<file path="src/rtl/act_pkg.sv">
// Package with the constants and types of the converter control block.
package act_pkg;
  localparam logic [3:0] ADDR_CTRL1 = 4'h0;
  localparam logic [3:0] ADDR_CTRL2 = 4'h1;
  localparam logic [3:0] ADDR_TIMING = 4'h2;
  localparam logic [3:0] ADDR_THRESH = 4'h3;
  localparam logic [3:0] ADDR_SCAN = 4'h4;
  localparam logic [3:0] ADDR_STATUS = 4'h5;
  localparam int CTRL1_ON = 15;
  localparam int CTRL1_RES = 11;
  localparam int CTRL1_TRIG_LSB = 4;
  localparam int CTRL2_PREF_LSB = 14;
  localparam int CTRL2_NREF = 13;
  localparam int CTRL2_BUFIDX = 11;
  localparam int CTRL2_BUFFER_FILL_MODE = 1;
  localparam int CTRL2_ALTERNATE_INPUT_SELECT = 0;
  localparam int CTRL2_SAMPLES_PER_IRQ_LSB = 2;
  localparam int THR_EN = 15;
  localparam int THR_MODE_LSB = 8;
  localparam int STAT_FLAG = 0;
  localparam int STAT_DONE = 1;
  localparam int STAT_HALF = 2;
  localparam logic [15:0] RESET_WORD = 16'h0000;
  localparam int RES_HI = 12;
  localparam int RES_LO = 10;
  localparam logic [1:0] PREF_SUPPLY = 2'h0;
  localparam logic [1:0] PREF_EXT = 2'h1;
  localparam logic [1:0] PREF_BANDGAP = 2'h2;
  typedef enum logic [1:0] {
    ACT_TIM_SCAN_END = 2'h0,
    ACT_TIM_SCAN_MATCH = 2'h1,
    ACT_TIM_MATCH = 2'h2,
    ACT_TIM_NONE = 2'h3
  } act_tim_t;
  typedef enum logic [2:0] {
    ACT_IDLE = 3'b001,
    ACT_CONV = 3'b010,
    ACT_WAIT = 3'b100
  } act_state_t;
endpackage : act_pkg

</file>
<file path="src/rtl/act_core_if.sv">
// Interface between the control logic and the conversion sequencer.
interface act_core_if;
  logic start;
  logic busy;
  logic done;
  logic eos;
  logic abort;
  modport ctrl (output start, output abort, input busy, input done, input eos);
  modport seq (input start, input abort, output busy, output done, output eos);
endinterface : act_core_if

</file>
<file path="src/rtl/act_ctrl.sv">
// Configuration, reference selection and interrupt control of the converter.
module act_ctrl
(
  input wire logic clk,
  input wire logic rstn,
  input wire logic [3:0] addr,
  input wire logic [15:0] wdata,
  input wire logic wr,
  input wire logic rd,
  output logic [15:0] rdata,
  input wire logic trigger,
  input wire logic compare_match,
  input wire logic core_done,
  output logic core_start,
  output logic [4:0] core_channel,
  output logic [3:0] result_bits,
  output logic pos_ref_supply,
  output logic pos_ref_ext,
  output logic pos_ref_bandgap,
  output logic neg_ref_ext,
  output logic irq
);
  logic [15:0] ctrl1;
  logic [15:0] ctrl2;
  logic [15:0] timing;
  logic [15:0] thresh;
  logic [15:0] scan;
  logic [15:0] next_ctrl1;
  logic [15:0] next_ctrl2;
  logic [15:0] next_timing;
  logic [15:0] next_thresh;
  logic [15:0] next_scan;
  logic [15:0] next_rdata;
  logic flag;
  logic next_flag;
  logic matched;
  logic next_matched;
  logic half;
  logic next_half;
  logic [4:0] count;
  logic [4:0] next_count;
  logic trig_s1;
  logic trig_s2;
  logic trig_s3;
  logic match_s1;
  logic match_s2;
  logic converter_on;
  logic threshold_detect_enable;
  act_pkg::act_tim_t threshold_irq_mode;
  logic [4:0] samples_per_irq;
  logic [1:0] pos_ref_select;
  logic neg_ref_select;
  logic irq_event;
  logic clear_flag;
  act_pkg::act_state_t state;
  act_pkg::act_state_t next_state;
  act_core_if cif ();

  act_seq u_seq
  (
    .clk(clk),
    .rstn(rstn),
    .cif(cif),
    .scan_mask(scan),
    .core_done_pin(core_done),
    .core_start(core_start),
    .core_channel(core_channel)
  );

  assign converter_on = ctrl1[act_pkg::CTRL1_ON];
  assign threshold_detect_enable = thresh[act_pkg::THR_EN];
  assign threshold_irq_mode = act_pkg::act_tim_t'(thresh[act_pkg::THR_MODE_LSB +: 2]);
  assign samples_per_irq = ctrl2[act_pkg::CTRL2_SAMPLES_PER_IRQ_LSB +: 5];
  assign pos_ref_select = ctrl2[act_pkg::CTRL2_PREF_LSB +: 2];
  assign neg_ref_select = ctrl2[act_pkg::CTRL2_NREF];
  // The result width follows the resolution choice.
  assign result_bits = ctrl1[act_pkg::CTRL1_RES] ? 4'(act_pkg::RES_HI) : 4'(act_pkg::RES_LO);
  assign pos_ref_supply = pos_ref_select == act_pkg::PREF_SUPPLY;
  assign pos_ref_ext = pos_ref_select == act_pkg::PREF_EXT;
  assign pos_ref_bandgap = pos_ref_select == act_pkg::PREF_BANDGAP;
  assign neg_ref_ext = neg_ref_select;
  // Channel selection never masks shared reference pins, so they stay convertible.

  always_ff @(posedge clk or negedge rstn)
  begin
    if (!rstn)
    begin
      trig_s1 <= 1'b0;
      trig_s2 <= 1'b0;
      trig_s3 <= 1'b0;
      match_s1 <= 1'b0;
      match_s2 <= 1'b0;
    end
    else
    begin
      trig_s1 <= trigger;
      trig_s2 <= trig_s1;
      trig_s3 <= trig_s2;
      match_s1 <= compare_match;
      match_s2 <= match_s1;
    end
  end

  always_comb
  begin
    next_state = state;
    unique case (state)
      act_pkg::ACT_IDLE:
      begin
        if (converter_on && trig_s2 && !trig_s3)
        begin
          next_state = act_pkg::ACT_CONV;
        end
      end
      act_pkg::ACT_CONV:
      begin
        next_state = act_pkg::ACT_WAIT;
      end
      act_pkg::ACT_WAIT:
      begin
        if (!cif.busy)
        begin
          next_state = act_pkg::ACT_IDLE;
        end
      end
      default:
      begin
        next_state = act_pkg::ACT_IDLE;
      end
    endcase
    if (!converter_on)
    begin
      next_state = act_pkg::ACT_IDLE;
    end
  end

  assign cif.start = state == act_pkg::ACT_CONV;
  assign cif.abort = !converter_on;

  // Interrupt event selection: threshold mode replaces the sample count.
  always_comb
  begin
    irq_event = 1'b0;
    next_count = count;
    next_matched = matched;
    next_half = half;
    if (cif.done && match_s2)
    begin
      next_matched = 1'b1;
    end
    if (threshold_detect_enable)
    begin
      unique case (threshold_irq_mode)
        act_pkg::ACT_TIM_SCAN_END: irq_event = cif.eos;
        act_pkg::ACT_TIM_SCAN_MATCH: irq_event = cif.eos && next_matched;
        act_pkg::ACT_TIM_MATCH: irq_event = cif.done && match_s2;
        act_pkg::ACT_TIM_NONE: irq_event = 1'b0;
      endcase
      if (cif.eos)
      begin
        next_matched = 1'b0;
      end
    end
    else if (cif.done)
    begin
      if (count == samples_per_irq)
      begin
        irq_event = 1'b1;
        next_count = 5'h00;
        next_half = ctrl2[act_pkg::CTRL2_BUFFER_FILL_MODE] ? !half : 1'b0;
      end
      else
      begin
        next_count = count + 5'h01;
      end
    end
    if (!converter_on)
    begin
      irq_event = 1'b0;
      next_count = 5'h00;
      next_matched = 1'b0;
    end
  end

  assign clear_flag = wr && addr == act_pkg::ADDR_STATUS && wdata[act_pkg::STAT_FLAG];

  always_comb
  begin
    next_ctrl1 = ctrl1;
    next_ctrl2 = ctrl2;
    next_timing = timing;
    next_thresh = thresh;
    next_scan = scan;
    next_flag = flag;
    if (wr)
    begin
      unique case (addr)
        act_pkg::ADDR_CTRL1: next_ctrl1 = wdata;
        act_pkg::ADDR_CTRL2: next_ctrl2 = wdata;
        act_pkg::ADDR_TIMING: next_timing = wdata;
        act_pkg::ADDR_THRESH: next_thresh = wdata;
        act_pkg::ADDR_SCAN: next_scan = wdata;
        default: next_ctrl1 = ctrl1;
      endcase
    end
    if (clear_flag)
    begin
      next_flag = 1'b0;
    end
    if (irq_event)
    begin
      next_flag = 1'b1;
    end
  end

  always_comb
  begin
    next_rdata = 16'h0000;
    if (rd)
    begin
      unique case (addr)
        act_pkg::ADDR_CTRL1: next_rdata = ctrl1;
        act_pkg::ADDR_CTRL2: next_rdata = ctrl2;
        act_pkg::ADDR_TIMING: next_rdata = timing;
        act_pkg::ADDR_THRESH: next_rdata = thresh;
        act_pkg::ADDR_SCAN: next_rdata = scan;
        act_pkg::ADDR_STATUS: next_rdata = {13'h0000, half, cif.busy, flag};
        default: next_rdata = 16'h0000;
      endcase
    end
  end

  always_ff @(posedge clk or negedge rstn)
  begin
    if (!rstn)
    begin
      ctrl1 <= act_pkg::RESET_WORD;
      ctrl2 <= act_pkg::RESET_WORD;
      timing <= act_pkg::RESET_WORD;
      thresh <= act_pkg::RESET_WORD;
      scan <= act_pkg::RESET_WORD;
      flag <= 1'b0;
      matched <= 1'b0;
      half <= 1'b0;
      count <= 5'h00;
      rdata <= 16'h0000;
      state <= act_pkg::ACT_IDLE;
    end
    else
    begin
      ctrl1 <= next_ctrl1;
      ctrl2 <= next_ctrl2;
      timing <= next_timing;
      thresh <= next_thresh;
      scan <= next_scan;
      flag <= next_flag;
      matched <= next_matched;
      half <= next_half;
      count <= next_count;
      rdata <= next_rdata;
      state <= next_state;
    end
  end

  assign irq = flag;
endmodule // act_ctrl

</file>
<file path="src/rtl/act_seq.sv">
// Sequencer that hands conversions to the analog core.
module act_seq
(
  input wire logic clk,
  input wire logic rstn,
  act_core_if.seq cif,
  input wire logic [15:0] scan_mask,
  input wire logic core_done_pin,
  output logic core_start,
  output logic [4:0] core_channel
);
  logic [3:0] chan;
  logic [3:0] next_chan;
  logic busy;
  logic next_busy;
  logic [15:0] remain;
  logic [15:0] next_remain;
  logic start_q;
  logic next_start_q;
  logic done_s1;
  logic done_s2;
  logic done_s3;
  logic step;
  logic last;

  always_ff @(posedge clk or negedge rstn)
  begin
    if (!rstn)
    begin
      done_s1 <= 1'b0;
      done_s2 <= 1'b0;
      done_s3 <= 1'b0;
    end
    else
    begin
      done_s1 <= core_done_pin;
      done_s2 <= done_s1;
      done_s3 <= done_s2;
    end
  end

  assign step = busy && done_s2 && !done_s3;
  assign last = (remain & ~(16'h0001 << chan)) == 16'h0000;

  always_comb
  begin
    next_chan = chan;
    next_busy = busy;
    next_remain = remain;
    next_start_q = 1'b0;
    if (!busy && cif.start)
    begin
      next_busy = 1'b1;
      next_remain = (scan_mask == 16'h0000) ? 16'h0001 : scan_mask;
      next_chan = 4'h0;
      next_start_q = 1'b1;
    end
    else if (step)
    begin
      next_remain = remain & ~(16'h0001 << chan);
      if (last)
      begin
        next_busy = 1'b0;
      end
      else
      begin
        next_chan = chan + 4'h1;
        next_start_q = 1'b1;
      end
    end
    else if (busy && !remain[chan] && !start_q)
    begin
      next_chan = chan + 4'h1;
      next_start_q = remain[chan + 4'h1];
    end
    // Dropping the module enable ends any scan in flight.
    if (cif.abort)
    begin
      next_busy = 1'b0;
      next_start_q = 1'b0;
      next_remain = 16'h0000;
    end
  end

  always_ff @(posedge clk or negedge rstn)
  begin
    if (!rstn)
    begin
      chan <= 4'h0;
      busy <= 1'b0;
      remain <= 16'h0000;
      start_q <= 1'b0;
    end
    else
    begin
      chan <= next_chan;
      busy <= next_busy;
      remain <= next_remain;
      start_q <= next_start_q;
    end
  end

  assign core_start = start_q && remain[chan] && !cif.abort;
  assign core_channel = {1'b0, chan};
  assign cif.busy = busy;
  assign cif.done = step;
  assign cif.eos = step && last;
endmodule // act_seq

</file>
<file path="config.mk">
export PLATFORM = sky130hd
export DESIGN_NAME = act_ctrl
export DESIGN_NICKNAME = d
export VERILOG_FILES = /design/src/rtl/act_pkg.sv /design/src/rtl/act_core_if.sv /design/src/rtl/act_ctrl.sv /design/src/rtl/act_seq.sv
export SDC_FILE = /design/constraint.sdc
export NUM_CORES = 1
export LEC_CHECK = 0
export ABC_AREA = 1
export BUFFER_PORTS_ARGS = -buffer_cell sky130_fd_sc_hd__buf_2
export CAP_MARGIN = 40
export CORE_MARGIN = 5
export CORE_UTILIZATION = 53
export CTS_BUF_LIST = sky130_fd_sc_hd__clkbuf_8
export DETAILED_ROUTE_END_ITERATION = 7
export PLACE_DENSITY = 0.7
export SETUP_SLACK_MARGIN = 0.1
export SKIP_CTS_REPAIR_TIMING = 1
export SLEW_MARGIN = 40
export SYNTH_ARGS = -nofsm -noshare
export SYNTH_HDL_FRONTEND = slang
export SYNTH_SLANG_ARGS = --single-unit
</file>
<file path="constraint.sdc">
create_clock -name clk -period 2.1 [get_ports clk]
set_input_delay 0 -clock clk [delete_from_list [all_inputs] [get_ports clk]]
set_output_delay 0 -clock clk [all_outputs]
set_load 0.02 [all_outputs]
</file>
After elaboration in Yosys (flattened, before gate mapping):

Cells that the tools add are included.

* flip-flop bits (word level): 137
* output and inout port bits: 31

* $add $sub $neg: 2
* order comparisons: 2
* equality and inequality tests: 21
* shifts and indexed selects: 1
* muxes and demuxes: 44
* bitwise logic cells: 3
* reductions and logical operators: 37

Operators by type and width (count)
* $pmux 16 s6: 1
* $mux 16: 5
* $logic_not 16->1: 2
* $mux 1: 22
* $mux 5: 4
* $reduce_and 2->1: 9
* $and 16x16->16: 1
* $mux 4: 4
* $not 16->16: 1
* $shl 1x4->16 const A: 1
* $logic_and 1x1->1: 14
* $mux 3: 4
* $lt 4x5->1 const B: 2
* $ne 3x3->1 const B: 3
* $pmux 3 s3: 1
* $bmux 1 s4: 2
* $eq 4x2->1 const B: 2
* $eq 4x3->1 const B: 2
* $eq 2x2->1 const B: 3
* $logic_not 1->1: 6
* $ne 3x1->1 const B: 2
* $add 5x1->5 const B: 1
* $eq 5x5->1: 1
* $add 4x1->4 const B: 1
* 14 further kinds: 16

Depth between registers and ports, before layout:

* depth after elaboration: 10
* gate-level depth with buffers: 13
* gate-level depth less buffers: 12

Cells and area by module:

Synthesis repeated with hierarchy kept, for this count alone.

* cells, all modules: 842
* area total of the unflattened synthesis: 6809.0 sq um

Modules (own cells, without submodules)
* act_ctrl: instances 1, cells each 569, area an instance 4939.7 sq um, sequential area each 2803.9 sq um
* act_seq: instances 1, cells each 273, area an instance 1869.3 sq um, sequential area each 625.6 sq um

Worst setup path after synthesis:

No wires, ideal clock.

* kind: reg2reg
* start: register u_seq.chan[0]
* end: register u_seq.chan[1]
* setup time: 0.065 ns
* data arrival time: 1.770 ns
* data required time: 2.035 ns
* path slack: 0.265 ns
* cell stages (with the launch flop): 12
* buffers on the path: 1
* clock period less this slack: 1.835 ns
* cell sequence: dfrtp_1 buf_4 inv_2 ha_1 nand2_2 o21ai_2 inv_2 nor3_2 nand4_2 nand2_2 nand2_1 nand2_1

* word-level cells in the longest chain between the ends: 7

Ends and longest elaborated chain
* start: declaration: line act_seq.sv:12 `logic [3:0] chan;`
* start signal: assignment: line act_seq.sv:96 `chan <= next_chan;`
* $bmux 1 s4: line act_seq.sv:71 `else if (busy && !remain[chan] && !start_q)`
* $mux 1 (not written as such): line act_seq.sv:71
* $logic_not 1->1: line act_seq.sv:71
* $logic_and 1x1->1 (2 in a row): line act_seq.sv:71
* $reduce_bool 3->1 (no source line)
* $reduce_and 2->1 (no source line)

Several ways; a longest one is shown, not always the timed one. The select of a mux whose other input is x is not followed.
A chain may end at the register's enable or synchronous reset.

Final worst setup path:

* start: register u_seq.chan[1]
* end: register u_seq.chan[1]

The elaborated chain is that of the path after synthesis.

==> flow_summary.yaml <==
placed_design:
  portBuffers: 54
  dp_cells: 1031
  gp_congestion: 0.9653
  detailed_place_hpwl_um: 12620
  dpl_cell_area_um2: 7059
setup_path:
  crit_chain: "ha_1, ha_1, nand2_1, nand2_1, nand2_2, nor3_2, nand4_2, nand2_2, nand2_1, nand2_1"
  criticalPathCategory: "flip-flop to flip-flop"
  crit_family: "simple AND/OR/NAND/NOR gates"
  startpoint_type: "flip-flop"
  worstPathRequired_ps: 2480
  cp_slowest_cell: "dfrtp_2"
  worst-path-buf-inv: 0
  crit_fanout: 8
  end_kind: "flip-flop"
  arrival_ps: 2270
  path_common_cell: "nand2_1"
  worst_path_largest_cell_delay_ps: 470
global_routing:
  grt_overflow: 0
  grt_max_degree: 63
  grt_pass1_vias: 5670
  grt_pass1_wl_um: 29400
  track_usage_pct: 25.70
  antenna_found_initial: 0
floorplan:
  rows: 40
  core_um2: 12110
  floorplan.initialDensity_pct: 54.63
  die_w_um: 121.7
  io_pins: 58
  die_height_um: 121.7
  die-area_um2: 14820
timing:
  finClkSkew_ps: 10.58
  final_max_slew_viol_count: 0
  finalSetupViolCount: 0
  maxSlewHeadroom_pct: 52.12
  fmax_ghz: 0.5276
  min_period_over_period_pct: 90.26
  finalSetupTns_ps: 0
  finalCriticalPeriod_ps: 1896
  rsz0062_at_grt: "no"
  hold_viol_final: 0
  tightest_slew_ps: 717.4
drt:
  drtIter0Drc: 538
  route.detailed.drc: 0
  wl_per_cell_um: 16.74
  post_drt_via_cell_ratio: 5.476
  wl_um: 18180
  first_pass_iters: 6
  postRouteAntennaNets: 0
  vias: 5947
power_and_ir_drop:
  switching_share_pct: 34.56
  p_int_mw: 4.953
  p_comb_share_pct: 25.2
  max-vdd-ir-drop_uv: 564.6
  p_seq_share_pct: 45.1
  clkPwrFrac_pct: 29.7
  net-switching-power_mw: 2.615
  p_per_area_nw_per_um2: 980.8
  leakage_nw: 3.810
finish:
  fin_nets: 939
  num-fill-cells: 1108
  drive_gt1_share_pct: 15.47
  fin_cells: 1086
  stdcell_area_um2: 7716
  antenna_cells: 0
  areaGrowthSynthToFinish_pct: 16.62
synth:
  ys.warnings.count: 0
  seq_area_frac_synth_pct: 51.83
  synth_edf_count: 0
  synth_seq_cells: 137
  syn_area_per_cell_um2: 8.000
  synth_async_sr_flop_share_pct: 100.0
  syn-cell-area_um2: 6616
  netlist_instances: 827
  synthDistinctLibCells: 41
  synth-main-ff-cell: "dfrtp_1"
clock_tree:
  htree_levels: 4
  clk-insertion-delay-late_ps: 440
  clkSlewWorstSetupHoldPaths_ps: 80
  cts_buffers: 17
  clock_path_buffers: 2
  ctsRootBufferMaster: "clkbuf_8"
  clock_sinks: 137
  cts_tree: "done"
outcome:
  status: "finished, final reports clean"
hold_path:
  hp-class: "input port to flip-flop"
job:
  max_cap_viol_count: 0
-- worst reg2reg max path, delay by kind of cell (launching register included) --
| kind | cells | cell delay (ps) |
|---|---|---|
| AND/OR/NAND/NOR | 8 | 980 |
| flip-flops | 1 | 470 |
| adder cells (fa/ha/maj) | 2 | 390 |
-- layer usage --
| metal | routed length, µm | GRT usage (%) |
|---|---|---|
| met1 | 7858 | 34.34 |
| met2 | 8801 | 42.14 |
| met3 | 1059 | 5.107 |
| met5 | 0 | 0 |
| met4 | 456 | 8.824 |
-- flip-flops by register name, indices dropped and copies added (netlist names), 3 cells and up --
signal        count
count             5
ctrl1            16
ctrl2            16
rdata            16
scan             16
state             3
thresh           16
timing           16
u_seq.chan        4
u_seq.remain     16
-- through the flow --
stage          utilization [%]  setup WS (ps)  hold WS [ps]  power [mW]
3_3_place_gp             58.29          201.7         11.69       5.220
5_1_grt                  63.71          100.3         48.90       8.031
2_1_floorplan                -          264.5        -295.6       4.664
4_1_cts                  61.73          141.7        -466.1       7.523
3_5_place_dp             58.29          160.6         10.69       5.278
6_report                 63.71          204.5         46.20       7.568
-- kinds of logic (layout without fill, tap and decap cells) --
logic type,Yosys count,in the layout,synth area share (%)
XOR/XNOR,5,5,0.6618
adder cells (fa/ha/maj),7,7,1.324
other,2,3,0.1135
flip-flops,137,137,51.83
AO/OA/AOI/OAI,186,186,15.05
buffers and inverters,123,213,7.829
AND/OR/NAND/NOR,367,367,23.18
-- layout by cell type (no fill, tap or decap), types with 2 or more instances in the layout --
cell type and count:
a211oi_1 2, a21oi_1 27, a22o_1 3, a22oi_1 2, a31oi_1 12, buf_2 52, buf_4 19, bufinv_16 3
clkbuf_8 19, clkinv_2 3, clkinvlp_4 4, conb_1 3, dfrtp_1 133, dfrtp_2 3, dlygate4sd3_1 21, ha_1 7
inv_1 74, inv_2 12, inv_4 2, nand2_1 250, nand2_2 7, nand3_1 63, nand4_1 3, nor2_1 29
nor2_2 6, nor3_1 2, nor4_1 3, o21a_1 2, o21ai_0 69, o21ai_1 62, xor2_1 4
-- worst paths after layout --
kind                                from              end  slack, ps  cells past startpoint
hold reg to reg            u_seq.done_s1    u_seq.done_s2        350                      0
hold / removal                   addr[3]              irq         50                      5
setup reg to reg           u_seq.chan[1]    u_seq.chan[1]        200                     10
max in group asynchronous           rstn  u_seq.remain[6]       1320                      3
setup / recovery           u_seq.chan[1]    u_seq.chan[1]        200                     10
min in group asynchronous           rstn          trig_s3        100                      2
-- synth_stat cells, types with 3 or more instances --
| library cell | instances | area share (%) |
|---|---|---|
| a21oi_1 | 28 | 2.1 |
| a22o_1 | 3 | 0.40 |
| a31oi_1 | 12 | 1.1 |
| buf_2 | 9 | 0.68 |
| buf_4 | 7 | 0.79 |
| clkbuf_1 | 17 | 0.96 |
| dfrtp_1 | 136 | 51 |
| ha_1 | 7 | 1.3 |
| inv_1 | 73 | 4.1 |
| inv_2 | 12 | 0.68 |
| nand2_1 | 250 | 14 |
| nand2_2 | 7 | 0.66 |
| nand3_1 | 63 | 4.8 |
| nand4_1 | 3 | 0.28 |
| nor2_1 | 30 | 1.7 |
| nor2_2 | 5 | 0.47 |
| nor4_1 | 3 | 0.28 |
| o21ai_0 | 69 | 5.2 |
| o21ai_1 | 62 | 4.7 |
| xor2_1 | 4 | 0.53 |
-- area by class of cell --
cell class | instances | area [µm²] | share of cell area, %
tap | 168 | 210.2 | 2.724
clock inverter | 13 | 155.1 | 2.011
timing repair buffer | 94 | 644.4 | 8.351
clock buffer | 19 | 261.5 | 3.389
multi-input combinational | 568 | 2679 | 34.72
sequential | 137 | 3433 | 44.49
inverter | 87 | 332.8 | 4.313
-- power by group through the flow --
stage	combinational, mW	clock [mW]	sequential [mW]
after floorplan	1.29	0	3.38
after global placement	1.80	0	3.42
after detailed placement	1.84	0	3.44
after CTS	1.85	2.28	3.39
after global routing	2.15	2.42	3.46
final	1.91	2.25	3.41
(Power assumes the default switching activity.)
